[config.mk]
export PLATFORM = sky130hd
export DESIGN_NAME = rtcct_timer
export DESIGN_NICKNAME = d
export VERILOG_FILES = /design/src/logic/rtcct_pkg.sv /design/src/logic/rtcct_rate_div.sv /design/src/logic/rtcct_timer.sv
export VERILOG_INCLUDE_DIRS = /design/src /design/src/logic
export SDC_FILE = /design/constraint.sdc
export NUM_CORES = 1
export LEC_CHECK = 0
export BUFFER_PORTS_ARGS = -buffer_cell sky130_fd_sc_hd__buf_2
export CAP_MARGIN = 20
export CORE_MARGIN = 2
export CORE_UTILIZATION = 45
export DETAILED_ROUTE_END_ITERATION = 6
export HOLD_SLACK_MARGIN = 0.05
export PLACE_DENSITY_LB_ADDON = 0.1
export SYNTH_ARGS = -nofsm -noshare
export SYNTH_HDL_FRONTEND = slang
export SYNTH_HIERARCHICAL = 1
export SYNTH_SLANG_ARGS = --single-unit
[constraint.sdc]
create_clock -name clk_sys -period 2.35 [get_ports clk_sys]
set_input_delay 0.47 -clock clk_sys [delete_from_list [all_inputs] [get_ports clk_sys]]
set_output_delay 0.47 -clock clk_sys [all_outputs]
set_load 0.03 [all_outputs]
[src/logic/rtcct_map.svh]
`ifndef RTCCT_MAP_SVH
`define RTCCT_MAP_SVH

// Register offsets
`define RTCCT_ADDR_FIRST_CONTROL 6'h00
`define RTCCT_ADDR_IRQ_CONTROL 6'h01
`define RTCCT_ADDR_IRQ_FLAGS 6'h02
`define RTCCT_ADDR_VALUE_LOW 6'h18
`define RTCCT_ADDR_VALUE_HIGH 6'h19

// First control fields
`define RTCCT_BIT_RUN_ENABLE 1
`define RTCCT_BIT_AUTO_RELOAD 2
`define RTCCT_BIT_RATE_LO 5
`define RTCCT_BIT_RATE_HI 6

// Interrupt control and flag fields
`define RTCCT_BIT_IRQ_ENABLE 1
`define RTCCT_BIT_DONE_FLAG 1

// Reset values
`define RTCCT_FIRST_CONTROL_RESET 8'h99
`define RTCCT_IRQ_CONTROL_RESET 1'b0
`define RTCCT_DONE_FLAG_RESET 1'b0
`define RTCCT_VALUE_RESET 16'h0000

// Timing: 32 Hz base tick from the system clock
`define RTCCT_CLK_HZ 50000000
`define RTCCT_BASE_HZ 32
`define RTCCT_BASE_DIV_CYCLES (`RTCCT_CLK_HZ / `RTCCT_BASE_HZ)

`endif

[src/logic/rtcct_pkg.sv]
package rtcct_pkg;

  // Timer sequencing states
  typedef enum logic [3:0] {
    RTCCT_ST_IDLE = 4'h1,
    RTCCT_ST_RUN = 4'h2,
    RTCCT_ST_RELOAD = 4'h4,
    RTCCT_ST_DONE = 4'h8
  } rtcct_state_t;

  // Source clock rate selection
  typedef enum logic [1:0] {
    RTCCT_RATE_32HZ = 2'h0,
    RTCCT_RATE_8HZ = 2'h1,
    RTCCT_RATE_1HZ = 2'h2,
    RTCCT_RATE_HALF_HZ = 2'h3
  } rtcct_rate_t;

endpackage : rtcct_pkg

[src/logic/rtcct_rate_div.sv]
`timescale 1ns/1ps
`include "rtcct_map.svh"

module rtcct_rate_div #(
  parameter int unsigned BASE_DIV = `RTCCT_BASE_DIV_CYCLES
) (
  input wire logic clk_sys,
  input wire logic reset_n,
  input wire rtcct_pkg::rtcct_rate_t rate_sel,
  output logic source_tick
);

  logic [20:0] base_cnt;
  logic [5:0] pre_cnt;
  logic base_tick;

  // Picks the selected rate out of the prescaler phase
  function automatic logic rate_hit(input rtcct_pkg::rtcct_rate_t sel, input logic [5:0] pre);
    case (sel)
      rtcct_pkg::RTCCT_RATE_32HZ: rate_hit = 1'b1;
      rtcct_pkg::RTCCT_RATE_8HZ: rate_hit = (pre[1:0] == 2'h3);
      rtcct_pkg::RTCCT_RATE_1HZ: rate_hit = (pre[4:0] == 5'h1F);
      default: rate_hit = (pre == 6'h3F);
    endcase
  endfunction : rate_hit

  assign base_tick = (base_cnt == 21'(BASE_DIV - 1));

  // Free-running 32 Hz base; no restart, so the first tick has up to one period of jitter
  always_ff @(posedge clk_sys or negedge reset_n)
  begin
    if (!reset_n)
    begin
      base_cnt <= 21'h000000;
    end
    else if (base_tick)
    begin
      base_cnt <= 21'h000000;
    end
    else
    begin
      base_cnt <= base_cnt + 21'h000001;
    end
  end

  // Prescaler for the slower rates
  always_ff @(posedge clk_sys or negedge reset_n)
  begin
    if (!reset_n)
    begin
      pre_cnt <= 6'h00;
    end
    else if (base_tick)
    begin
      pre_cnt <= pre_cnt + 6'h01;
    end
  end

  // One-cycle enable at the selected source rate
  always_ff @(posedge clk_sys or negedge reset_n)
  begin
    if (!reset_n)
    begin
      source_tick <= 1'b0;
    end
    else
    begin
      source_tick <= base_tick && rate_hit(rate_sel, pre_cnt);
    end
  end

endmodule : rtcct_rate_div

[src/logic/rtcct_timer.sv]
// Operation
// - Reset: timer off, reload off, 32 Hz
// - Reset: all interrupt enables cleared
// - Timer runs only while run enable set
// - Two-bit field selects 32/8/1/0.5 Hz
// - Start value from bytes 18h, 19h
// - Decrement per tick; zero ends; zero loads stall
// - Nonzero start values are valid lengths
// - Auto-reload restarts period from stored value
// - Reload costs one extra tick: n+1
// - Interrupt enable lets countdown end set flag
// - Interrupt pin follows flag; host clears
// - Rate and reload writable only when stopped
// - Value bytes writable only if stopped, no reload
// - Flag holds until software writes zero
`timescale 1ns/1ps
`include "rtcct_map.svh"

module rtcct_timer #(
  parameter int unsigned BASE_DIV = `RTCCT_BASE_DIV_CYCLES
) (
  input wire logic clk_sys,
  input wire logic reset_n,
  input wire logic reg_wr,
  input wire logic reg_rd,
  input wire logic [5:0] reg_addr,
  input wire logic [7:0] reg_wdata,
  output logic [7:0] reg_rdata,
  output logic irq_pin_out,
  output logic irq_pin_oe
);

  logic [7:0] first_control;
  logic countdown_irq_enable;
  logic countdown_done_flag;
  logic [15:0] countdown_value;
  logic [15:0] count;
  logic source_tick;
  logic count_run_enable;
  logic auto_reload_on;
  logic source_rate_sel_lo;
  logic source_rate_sel_hi;
  logic countdown_end;
  logic wr_ctrl;
  logic wr_flags;
  logic wr_low;
  logic wr_high;
  logic flag_clear;
  rtcct_pkg::rtcct_rate_t rate_sel;
  rtcct_pkg::rtcct_state_t state;

  assign count_run_enable = first_control[`RTCCT_BIT_RUN_ENABLE];
  assign auto_reload_on = first_control[`RTCCT_BIT_AUTO_RELOAD];
  assign source_rate_sel_lo = first_control[`RTCCT_BIT_RATE_LO];
  assign source_rate_sel_hi = first_control[`RTCCT_BIT_RATE_HI];
  assign rate_sel = rtcct_pkg::rtcct_rate_t'({source_rate_sel_hi, source_rate_sel_lo});

  // Address decode
  assign wr_ctrl = reg_wr && (reg_addr == `RTCCT_ADDR_FIRST_CONTROL);
  assign wr_flags = reg_wr && (reg_addr == `RTCCT_ADDR_IRQ_FLAGS);
  assign wr_low = reg_wr && (reg_addr == `RTCCT_ADDR_VALUE_LOW);
  assign wr_high = reg_wr && (reg_addr == `RTCCT_ADDR_VALUE_HIGH);
  assign flag_clear = wr_flags && !reg_wdata[`RTCCT_BIT_DONE_FLAG];

  rtcct_rate_div #(
    .BASE_DIV(BASE_DIV)
  ) rtcct_rate_div_inst (
    .clk_sys(clk_sys),
    .reset_n(reset_n),
    .rate_sel(rate_sel),
    .source_tick(source_tick)
  );

  // First control; rate and reload bits lock while running
  always_ff @(posedge clk_sys or negedge reset_n)
  begin
    if (!reset_n)
    begin
      first_control <= `RTCCT_FIRST_CONTROL_RESET;
    end
    else if (wr_ctrl)
    begin
      if (count_run_enable)
      begin
        // Locked fields keep their value, the rest take the write
        first_control <= (reg_wdata & 8'h9B) | (first_control & 8'h64);
      end
      else
      begin
        first_control <= reg_wdata;
      end
    end
  end

  // Interrupt enable
  always_ff @(posedge clk_sys or negedge reset_n)
  begin
    if (!reset_n)
    begin
      countdown_irq_enable <= `RTCCT_IRQ_CONTROL_RESET;
    end
    else if (reg_wr && (reg_addr == `RTCCT_ADDR_IRQ_CONTROL))
    begin
      countdown_irq_enable <= reg_wdata[`RTCCT_BIT_IRQ_ENABLE];
    end
  end

  // Start value bytes, writable only when stopped and not reloading
  always_ff @(posedge clk_sys or negedge reset_n)
  begin
    if (!reset_n)
    begin
      countdown_value <= `RTCCT_VALUE_RESET;
    end
    else if (!count_run_enable && !auto_reload_on)
    begin
      if (wr_low)
      begin
        countdown_value[7:0] <= reg_wdata;
      end
      if (wr_high)
      begin
        countdown_value[15:8] <= reg_wdata;
      end
    end
  end

  assign countdown_end = (state == rtcct_pkg::RTCCT_ST_RUN) && source_tick && (count == 16'h0001);

  // Countdown sequencer; the reload state is the extra tick between periods
  always_ff @(posedge clk_sys or negedge reset_n)
  begin
    if (!reset_n)
    begin
      state <= rtcct_pkg::RTCCT_ST_IDLE;
      count <= 16'h0000;
    end
    else if (!count_run_enable)
    begin
      state <= rtcct_pkg::RTCCT_ST_IDLE;
    end
    else
    begin
      case (state)
        rtcct_pkg::RTCCT_ST_IDLE:
        begin
          // A zero start value never starts a countdown
          if (countdown_value != 16'h0000)
          begin
            count <= countdown_value;
            state <= rtcct_pkg::RTCCT_ST_RUN;
          end
        end
        rtcct_pkg::RTCCT_ST_RUN:
        begin
          if (source_tick)
          begin
            count <= count - 16'h0001;
            if (count == 16'h0001)
            begin
              state <= auto_reload_on ? rtcct_pkg::RTCCT_ST_RELOAD
                                      : rtcct_pkg::RTCCT_ST_DONE;
            end
          end
        end
        rtcct_pkg::RTCCT_ST_RELOAD:
        begin
          if (source_tick)
          begin
            count <= countdown_value;
            state <= rtcct_pkg::RTCCT_ST_RUN;
          end
        end
        rtcct_pkg::RTCCT_ST_DONE:
        begin
          state <= rtcct_pkg::RTCCT_ST_DONE;
        end
        default:
        begin
          state <= rtcct_pkg::RTCCT_ST_IDLE;
        end
      endcase
    end
  end

  // Sticky flag; a countdown end in the clearing cycle wins
  always_ff @(posedge clk_sys or negedge reset_n)
  begin
    if (!reset_n)
    begin
      countdown_done_flag <= `RTCCT_DONE_FLAG_RESET;
    end
    else if (countdown_end && countdown_irq_enable)
    begin
      countdown_done_flag <= 1'b1;
    end
    else if (flag_clear)
    begin
      countdown_done_flag <= 1'b0;
    end
  end

  // Open-drain pin: pulls low while the flag stands
  assign irq_pin_out = 1'b0;
  assign irq_pin_oe = countdown_done_flag;

  // Registered read data; unmapped addresses and unused enable and flag bits read zero, first control reads back all eight bits
  always_ff @(posedge clk_sys or negedge reset_n)
  begin
    if (!reset_n)
    begin
      reg_rdata <= 8'h00;
    end
    else if (reg_rd)
    begin
      case (reg_addr)
        `RTCCT_ADDR_FIRST_CONTROL: reg_rdata <= first_control;
        `RTCCT_ADDR_IRQ_CONTROL: reg_rdata <= {6'h00, countdown_irq_enable, 1'b0};
        `RTCCT_ADDR_IRQ_FLAGS: reg_rdata <= {6'h00, countdown_done_flag, 1'b0};
        `RTCCT_ADDR_VALUE_LOW: reg_rdata <= countdown_value[7:0];
        `RTCCT_ADDR_VALUE_HIGH: reg_rdata <= countdown_value[15:8];
        default: reg_rdata <= 8'h00;
      endcase
    end
  end
endmodule : rtcct_timer

==> reports/qor.txt, run 1 <==
CTS tree -> yes
Top-area cell type share of the netlist area -> 0.441
Clk buf depth -> 2
Core area -> 9330 um2
Post-Syn Area -> 4370 um2
Final Total Pwr -> 0.00388 W
Maximum fanout along the worst path -> 22
Post-Route Setup TNS -> 0 ns
GPL Wtd Cong -> 0.847
# IOs -> 28
Ys flop type -> dfrtp_1
PwrDens -> 795 nW/um2
Post-synth ARST share -> 1.00
Port bufs -> 26
Crit path launch type -> flip-flop
Vias in the first global route -> 3207
CTS buffer count -> 9
Dpl hpwl -> 7.43 mm
Ant diodes -> 0
Global-route wire length before repair -> 17.2 mm
Die width -> 103 um
Min-delay worst type -> in -> async
Fraction of the yosys area taken by sequential cells -> 0.471
Clock Pin Slew Worst Setup and Hold Paths -> 0.10 ns
Slowest-stage cell, CP -> or3_1
Syn avg cell area -> 10.5 um2
Final setup fails -> 0
Max-cap violation count -> 0
Synth cell count leaders -> dfrtp_1 (77), nor2_1 (29), mux2_2 (25)
P&R area growth vs syn -> 11.7%
H-tree levels -> 3
Top-count cell post-synth -> dfrtp_1
Via count -> 3411
Placement Rows -> 35
Unique masters post-synth -> 69
GR Util All Layers -> 0.211
Drt pass-1 iters -> 5
Root Driver -> clkbuf_8
Cts hold-fix bufs -> 0
Number of synthesized flops with an enable pin -> 0
Warnings from Yosys -> 6
Die H -> 103 um
Slowest stage delay, CP -> 0.63 ns
Final antenna-violating net count -> 0
Cts repair resizes -> 0
Initial antenna violation count -> 0
Mapped Cells -> 416
DR DRC count -> 0
Syn_nets -> 439
Status -> finished clean
Synth area leader -> dfrtp_1
RSZ-0062 raised after global routing -> false
WL per Instance -> 17.5 um
Final period utilization -> 0.884
Relative slew slack -> 0.529
VDD IR-drop max -> 315 uV
Layout cells sized above 1 -> 0.237
Final hold viol count -> 0
Critical path class -> reg -> reg
Min Tclk post-route -> 2.08 ns
Insertion delay to the later sink of the worst-skew pair -> 0.36 ns
Largest net degree at the start of global routing -> 46
CP Capture Type -> flip-flop
Starting Density -> 0.469
Slew @ Worst Pin -> 0.707 ns
Worst Skew -> 0.0163 ns
Fin nets -> 470
Top post-synthesis cells by area -> dfrtp_1 (44%), mux2_2 (6.4%), xnor2_1 (3.4%), dfstp_2 (3.0%), nand3_1 (2.7%)
Crit path launch -> state[1]$_DFFE_PN0P_
Worst EP required -> 2.57 ns
Fillcell total -> 857
Reg-to-reg startpoint -> state[1]$_DFFE_PN0P_
Setup Buffers After CTS -> 0
GR Overflow Total -> 0
Slew Viols, Final -> 0
Clock sinks -> 82
Crit-path cells -> nand2b_4 > or3_1 > a31oi_1 > o311ai_0 > o41ai_1
Fmax achieved -> 481 MHz
Static leakage -> 2.05 nW
Via-to-Cell Ratio -> 5.87
#FFs+latches synth -> 82
First DRT Iteration DRCs -> 237
Worst EP arrival -> 2.30 ns
Die area -> 10500 um2
Total wire length -> 10.2 mm
## report_power, final
part | total [W] | switching (W) | leakage (nW) | internal [W]
clock | 0.00119 | 0.000568 | 0.117 | 0.000619
combinational | 0.000842 | 0.000458 | 0.861 | 0.000383
sequential | 0.00185 | 0.000253 | 1.07 | 0.00160
## routing by layer
metal	track usage	vias to the layer above	part of all wire
met2	0.299	85	0.43
li1	-	1627	-
met5	0	-	0
met4	0.0523	0	0.012
met1	0.334	1690	0.51
met3	0.0400	9	0.048
## cells by family after synthesis
logic type      count (synthesis)  share of synthesized area
buf+inv                        33                     0.0389
xor+xnor                       22                     0.0441
mux                            30                     0.0776
fa+ha+maj                       5                     0.0143
compound gates                 81                      0.127
flops                          82                      0.471
other cells                     1                   0.000858
simple gates                  162                      0.226
## flip-flops by register name, indices dropped and copies added (netlist names)
name and flops:
first_control 8, state 4, count 16, rtcct_rate_div_inst/pre_cnt 6
irq_pin_oe 1, rtcct_rate_div_inst/base_cnt 21, reg_rdata 8, countdown_irq_enable 1
rtcct_rate_div_inst/source_tick 1, countdown_value 16
## path summary, 6_finish.rpt
kind                                                                    to  slack (ns)  cells after the start
worst max register to register                        state[1]$_DFFE_PN0P_        0.27                      5
min in group clk_sys                        countdown_value[3]$_DFFE_PN0P_        0.37                      2
max in group asynchronous                             state[1]$_DFFE_PN0P_        1.62                      2
worst min-delay path                                  count[0]$_DFFE_PN0P_        0.12                      1
worst max-delay path                                  state[1]$_DFFE_PN0P_        0.27                      5
worst min register to register  rtcct_rate_div_inst/pre_cnt[5]$_DFFE_PN0N_        0.48                      1
## layout by cell type (no fill, tap or decap), drive strengths merged, types with 7 or more instances in the layout
cell	instances
dfrtp	77
buf	38
nor2	34
mux2	28
nand3	25
nand2	24
inv	19
xnor2	17
nor4	16
a21oi	15
o21ai	13
nor3	12
nand4	11
o22ai	9
a31oi	9
clkbuf	9
o2bb2ai	8
nand2b	8
a222oi	7
## layout make-up
cell class / count / area (um2) / share of cell area
multi-input combinational: 301 / 2140 / 0.439
inverter: 15 / 56.3 / 0.0115
timing repair buffer: 38 / 235 / 0.0482
sequential: 82 / 2060 / 0.421
tap: 129 / 161 / 0.0331
clock buffer: 9 / 124 / 0.0254
clock inverter: 7 / 106 / 0.0218
## worst max-delay path: cells and delay by family (launching register included)
family / cells / cell delay [ns]
AND/OR/NAND/NOR: 2 / 0.73
AO/OA/AOI/OAI: 3 / 0.67
flip-flops: 1 / 0.56
## through the flow
step / setup slack [ns] / hold slack (ns) / std cells / util / instance area (um2)
after detailed placement: 0.309 / 0.463 / 565 / 0.499 / 4650
after floorplan: 0.420 / 0.174 / 416 / - / 4370
final: 0.272 / 0.116 / 581 / 0.524 / 4880
after CTS: 0.272 / 0.132 / 581 / 0.524 / 4880
after global routing: 0.0952 / 0.164 / 581 / 0.524 / 4880
after global placement: 0.316 / 0.457 / 565 / 0.499 / 4650
(Power assumes the default switching activity.)
==> run 2: changes to the inputs <==
--- a/config.mk
+++ b/config.mk
@@ -6,13 +6,14 @@
 export SDC_FILE = /design/constraint.sdc
 export NUM_CORES = 1
 export LEC_CHECK = 0
-export BUFFER_PORTS_ARGS = -buffer_cell sky130_fd_sc_hd__buf_2
+export BUFFER_PORTS_ARGS = -buffer_cell sky130_fd_sc_hd__buf_4
 export CAP_MARGIN = 20
 export CORE_MARGIN = 2
 export CORE_UTILIZATION = 45
 export DETAILED_ROUTE_END_ITERATION = 6
 export HOLD_SLACK_MARGIN = 0.05
 export PLACE_DENSITY_LB_ADDON = 0.1
+export SKIP_CTS_REPAIR_TIMING = 1
 export SYNTH_ARGS = -nofsm -noshare
 export SYNTH_HDL_FRONTEND = slang
 export SYNTH_HIERARCHICAL = 1
==> reports/qor.txt, run 2 (synthesized netlist as in run 1, its figures left out) <==
Post-Route Setup TNS -> 0 ns (unchanged)
Critical path class -> reg -> reg (unchanged)
DR DRC count -> 0 (unchanged)
P&R area growth vs syn -> 12.7% (was 11.7%)
PwrDens -> 772 nW/um2 (was 795 nW/um2)
Via-to-Cell Ratio -> 5.93 (was 5.87)
Largest net degree at the start of global routing -> 53 (was 46)
Vias in the first global route -> 3273 (was 3207)
GPL Wtd Cong -> 0.837 (was 0.847)
Max reg flops -> 21 (unchanged)
RSZ-0062 raised after global routing -> false (unchanged)
Die width -> 103 um (unchanged)
Commonest non-fill, non-tap cell in the layout -> dfrtp_1 (unchanged)
Clock Pin Slew Worst Setup and Hold Paths -> 0.09 ns (was 0.10 ns)
H-tree levels -> 3 (unchanged)
Initial antenna violation count -> 0 (unchanged)
R2r setup slk -> 0.26 ns (was 0.27 ns)
Layout cells sized above 1 -> 0.237 (unchanged)
Reg-to-reg startpoint -> count[6]$_DFFE_PN0P_ (was state[1]$_DFFE_PN0P_)
Status -> finished clean (unchanged)
CTS buffer count -> 9 (unchanged)
Global-route wire length before repair -> 16.8 mm (was 17.2 mm)
GR Util All Layers -> 0.209 (was 0.211)
Core area -> 9330 um2 (unchanged)
Root Driver -> clkbuf_8 (unchanged)
Slew Viols, Final -> 0 (unchanged)
Worst EP required -> 2.64 ns (was 2.57 ns)
Clock sinks -> 82 (unchanged)
Relative slew slack -> 0.523 (was 0.529)
Clk buf depth -> 2 (unchanged)
GR Overflow Total -> 0 (unchanged)
Switching part of the total -> 0.343 (was 0.329)
Worst EP arrival -> 2.38 ns (was 2.30 ns)
Insertion delay to the later sink of the worst-skew pair -> 0.36 ns (about the same)
Final period utilization -> 0.891 (was 0.884)
Most frequent cells in the layout -> dfrtp_1 (77), buf_4 (37), nor2_1 (29), mux2_2 (25) (was dfrtp_1 (77), nor2_1 (29), mux2_2 (25), buf_2 (25))
Fillcell total -> 813 (was 857)
Final Total Pwr -> 0.00380 W (was 0.00388 W)
R2r endpoint -> state[2]$_DFFE_PN0P_ (was state[1]$_DFFE_PN0P_)
Clock group share of total power -> 0.286 (was 0.306)
Final hold viol count -> 0 (unchanged)
Largest register by flop count -> rtcct_rate_div_inst/base_cnt (unchanged)
Maximum fanout along the worst path -> 6 (was 22)
WL per Instance -> 17.6 um (was 17.5 um)
Total wire length -> 10.2 mm (about the same)
Final antenna-violating net count -> 0 (unchanged)
Worst Skew -> 0.0138 ns (was 0.0163 ns)
Crit path launch type -> flip-flop (unchanged)
Footprint of the multi-input gates -> 2140 um2 (unchanged)
Via count -> 3447 (was 3411)
Reg2reg path depth -> 5 (unchanged)
Min Tclk post-route -> 2.09 ns (was 2.08 ns)
Slew @ Worst Pin -> 0.716 ns (was 0.707 ns)
Starting Density -> 0.469 (unchanged)
VDD IR-drop max -> 307 uV (was 315 uV)
Sequential share of power -> 0.489 (was 0.478)
Ant diodes -> 0 (unchanged)
First DRT Iteration DRCs -> 233 (was 237)
Largest regs -> rtcct_rate_div_inst/base_cnt: 21 flops, count: 16 flops, countdown_value: 16 flops (unchanged)
Die H -> 103 um (unchanged)
CP Capture Type -> flip-flop (unchanged)
CTS tree -> yes (unchanged)
Internal power -> 0.00250 W (was 0.00260 W)
Dpl hpwl -> 7.47 mm (was 7.43 mm)
Placement Rows -> 35 (unchanged)
Min-delay worst type -> in -> async (unchanged)
# IOs -> 28 (unchanged)
Drt pass-1 iters -> 5 (unchanged)
Final setup fails -> 0 (unchanged)
Port bufs -> 26 (unchanged)
Logic pwr share -> 0.225 (was 0.217)
Max-cap violation count -> 0 (unchanged)
Fin nets -> 470 (unchanged)
Psw -> 0.00131 W (was 0.00128 W)
Static leakage -> 2.05 nW (about the same)
Fmax achieved -> 477 MHz (was 481 MHz)
Die area -> 10500 um2 (unchanged)
Sequential cell area -> 2060 um2 (unchanged)
==> run 2: metal layers <==
| metal | vias up | track usage | wire, um |
|---|---|---|---|
| met5 | - | 0 | 0 |
| met4 | 0 | 0.0585 | 150 |
| met3 | 18 | 0.0359 | 590 |
| met2 | 111 | 0.306 | 4450 |
| met1 | 1704 | 0.318 | 5040 |
| li1 | 1614 | - | - |
==> run 2: final cells by class <==
type                    count  area share
clock inverters             7      0.0170
repair buffers             38      0.0605
well taps                 129      0.0328
flip-flops and latches     82       0.418
multi-input cells         301       0.435
inverters                  15      0.0114
clock buffers               9      0.0252
==> run 2: critical path, cell delays in order (launching register included) <==
cell and delay (ns):
dfrtp_1 0.45, or4_4 0.59, nor2_4 0.14, nand4_1 0.18, or4b_1 0.51, a21oi_1 0.16
==> run 2: worst max-delay path by stage <==
stage | startpoint | cells after the start | slack [ns] | to
CTS | count[6]$_DFFE_PN0P_ | 5 | 0.27 | state[2]$_DFFE_PN0P_
floorplan | state[0]$_DFFE_PN1P_ | 8 | 0.42 | count[1]$_DFFE_PN0P_
global route | state[3]$_DFFE_PN0P_ | 5 | 0.08 | state[1]$_DFFE_PN0P_
detailed placement | count[6]$_DFFE_PN0P_ | 5 | 0.28 | state[2]$_DFFE_PN0P_
finish | count[6]$_DFFE_PN0P_ | 5 | 0.26 | state[2]$_DFFE_PN0P_
global placement | count[6]$_DFFE_PN0P_ | 5 | 0.31 | state[2]$_DFFE_PN0P_
==> run 2: metrics by stage <==
step | worst slack (ns) | instances | area (um2) | util | hold WS (ns)
after floorplan | 0.420 | 416 | 4370 | - | 0.174
after global placement | 0.306 | 565 | 4720 | 0.506 | 0.446
after detailed placement | 0.279 | 565 | 4720 | 0.506 | 0.448
after CTS | 0.274 | 581 | 4920 | 0.528 | 0.0552
after global routing | 0.0831 | 581 | 4920 | 0.528 | 0.0795
final | 0.255 | 581 | 4920 | 0.528 | 0.0426
==> run 2: power groups by stage <==
stage / logic, W / registers (W) / clock network [W]
floorplan: 0.000632 / 0.00179 / 0
global placement: 0.000840 / 0.00188 / 0
detailed placement: 0.000843 / 0.00188 / 0
CTS: 0.000846 / 0.00186 / 0.00112
global route: 0.000934 / 0.00189 / 0.00117
finish: 0.000855 / 0.00186 / 0.00109
==> run 3: changes to the inputs <==
--- a/config.mk
+++ b/config.mk
@@ -8,8 +8,9 @@
 export LEC_CHECK = 0
 export BUFFER_PORTS_ARGS = -buffer_cell sky130_fd_sc_hd__buf_4
 export CAP_MARGIN = 20
-export CORE_MARGIN = 2
+export CORE_MARGIN = 8
 export CORE_UTILIZATION = 45
+export CTS_CLUSTER_SIZE = 10
 export DETAILED_ROUTE_END_ITERATION = 6
 export HOLD_SLACK_MARGIN = 0.05
 export PLACE_DENSITY_LB_ADDON = 0.1
==> reports/qor.txt, run 3 (synthesized netlist as in run 1, its figures left out) <==
Root Driver -> clkbuf_8 (unchanged)
Global-route wire length before repair -> 17.7 mm (was 16.8 mm)
Worst path buffer plus inverter count -> 0 (unchanged)
WL per Instance -> 17.8 um (was 17.6 um)
Largest register by flop count -> rtcct_rate_div_inst/base_cnt (unchanged)
GPL Wtd Cong -> 0.833 (was 0.837)
First DRT Iteration DRCs -> 223 (was 233)
VDD IR-drop max -> 321 uV (was 307 uV)
Layout cells sized above 1 -> 0.238 (was 0.237)
Drt pass-1 iters -> 6 (was 5)
Relative slew slack -> 0.524 (was 0.523)
H-tree levels -> 3 (unchanged)
Sequential share of power -> 0.475 (was 0.489)
Insertion delay to the later sink of the worst-skew pair -> 0.36 ns (about the same)
Fmax achieved -> 473 MHz (was 477 MHz)
Crit path max-delay family -> simple AND/OR/NAND/NOR gates (unchanged)
Internal power -> 0.00265 W (was 0.00250 W)
Slew Viols, Final -> 0 (unchanged)
Largest regs -> rtcct_rate_div_inst/base_cnt: 21 flops, count: 16 flops, countdown_value: 16 flops (unchanged)
Port bufs -> 26 (unchanged)
Logic pwr share -> 0.220 (was 0.225)
PwrDens -> 788 nW/um2 (was 772 nW/um2)
Max-cap violation count -> 0 (unchanged)
Initial antenna violation count -> 0 (unchanged)
HP Start -> reg_wdata[5]
Core area -> 9590 um2 (was 9330 um2)
Final hold viol count -> 0 (unchanged)
Final period utilization -> 0.900 (was 0.891)
Vias in the first global route -> 3386 (was 3273)
Worst EP required -> 2.58 ns (was 2.64 ns)
DR DRC count -> 0 (unchanged)
Critical path class -> reg -> reg (unchanged)
Commonest non-fill, non-tap cell in the layout -> dfrtp_1 (unchanged)
Worst EP arrival -> 2.35 ns (was 2.38 ns)
Max reg flops -> 21 (unchanged)
Via-to-Cell Ratio -> 5.74 (was 5.93)
Total wire length -> 10.5 mm (was 10.2 mm)
Starting Density -> 0.456 (was 0.469)
Crit path launch -> state[3]$_DFFE_PN0P_ (was count[6]$_DFFE_PN0P_)
CTS buffer count -> 9 (unchanged)
Fin nets -> 472 (was 470)
Reg-to-reg startpoint -> state[3]$_DFFE_PN0P_ (was count[6]$_DFFE_PN0P_)
Clock group share of total power -> 0.305 (was 0.286)
Crit path launch type -> flip-flop (unchanged)
Slowest stage delay, CP -> 0.62 ns (was 0.59 ns)
Fillcell total -> 883 (was 813)
Slowest-stage cell, CP -> or3_1 (was or4_4)
Worst Skew -> 0.0137 ns (was 0.0138 ns)
# IOs -> 28 (unchanged)
Switching part of the total -> 0.325 (was 0.343)
Most frequent cells in the layout -> dfrtp_1 (77), buf_4 (38), nor2_1 (29), mux2_2 (25) (was dfrtp_1 (77), buf_4 (37), nor2_1 (29), mux2_2 (25))
Post-layout util -> 0.518 (was 0.528)
Crit-path cells -> nand2b_4 > or3_1 > a31oi_1 > o311ai_0 > o41ai_1 (was or4_4 > nor2_4 > nand4_1 > or4b_1 > a21oi_1)
Clk buf depth -> 2 (unchanged)
Ant diodes -> 0 (unchanged)
Die H -> 115 um (was 103 um)
Via count -> 3367 (was 3447)
Status -> finished clean (unchanged)
Largest net degree at the start of global routing -> 65 (was 53)
Slew @ Worst Pin -> 0.707 ns (was 0.716 ns)
Final setup fails -> 0 (unchanged)
P&R area growth vs syn -> 13.8% (was 12.7%)
CP Capture Type -> flip-flop (unchanged)
Min Tclk post-route -> 2.11 ns (was 2.09 ns)
Static leakage -> 2.08 nW (was 2.05 nW)
Min-delay worst type -> in -> reg (was in -> async)
Psw -> 0.00127 W (was 0.00131 W)
Clock Pin Slew Worst Setup and Hold Paths -> 0.09 ns (about the same)
Final antenna-violating net count -> 0 (unchanged)
GR Util All Layers -> 0.170 (was 0.209)
Footprint of the multi-input gates -> 2140 um2 (unchanged)
CTS tree -> yes (unchanged)
Clock sinks -> 82 (unchanged)
RSZ-0062 raised after global routing -> false (unchanged)
Post-Route Setup TNS -> 0 ns (unchanged)
Sequential cell area -> 2060 um2 (unchanged)
Dpl hpwl -> 7.61 mm (was 7.47 mm)
GR Overflow Total -> 0 (unchanged)
Die width -> 115 um (was 103 um)
Die area -> 13100 um2 (was 10500 um2)
Maximum fanout along the worst path -> 22 (was 6)
Placement Rows -> 36 (was 35)
-- run 3: power by group through the flow --
| stage | Sequential [W] | Combinational, W | Clock, W |
|---|---|---|---|
| 2_1_floorplan | 0.00179 | 0.000632 | 0 |
| 3_3_place_gp | 0.00188 | 0.000855 | 0 |
| 3_5_place_dp | 0.00188 | 0.000855 | 0 |
| 4_1_cts | 0.00186 | 0.000861 | 0.00123 |
| 5_1_grt | 0.00189 | 0.000958 | 0.00129 |
| 6_report | 0.00186 | 0.000862 | 0.00119 |
-- run 3: cell type report --
cell class	count	area share
multi-input combinational	301	0.431
sequential	82	0.414
timing repair buffer	40	0.0634
tap	133	0.0335
clock buffer	10	0.0277
clock inverter	6	0.0196
inverter	15	0.0113
-- run 3: stage by stage --
step | instances | worst slack [ns] | power (W) | instance area (um2) | hold WS, ns
after floorplan | 416 | 0.420 | 0.00242 | 4370 | 0.174
after global placement | 570 | 0.287 | 0.00274 | 4730 | 0.368
after detailed placement | 570 | 0.271 | 0.00274 | 4730 | 0.370
after CTS | 586 | 0.240 | 0.00395 | 4960 | -0.0320
after global routing | 587 | 0.0708 | 0.00414 | 4970 | 0.344
final | 587 | 0.236 | 0.00392 | 4970 | 0.359
-- run 3: per-layer routing --
layer | share of wire | GRT usage | wire length (um)
met4 | 0.0078 | 0.0470 | 82
met2 | 0.44 | 0.250 | 4590
met1 | 0.50 | 0.244 | 5270
met3 | 0.051 | 0.0348 | 530
met5 | 0 | 0 | 0
-- run 3: final timing paths --
check                                                                   to  slack (ns)  cells past startpoint
max in group asynchronous                     first_control[7]$_DFFE_PN1N_        1.15                      3
worst max-delay path                                  state[1]$_DFFE_PN0P_        0.24                      5
min in group asynchronous                         reg_rdata[1]$_DFFE_PN0P_        0.53                      2
worst min-delay path                          first_control[5]$_DFFE_PN0P_        0.36                      2
worst min register to register  rtcct_rate_div_inst/pre_cnt[5]$_DFFE_PN0N_        0.48                      1
worst max register to register                        state[1]$_DFFE_PN0P_        0.24                      5
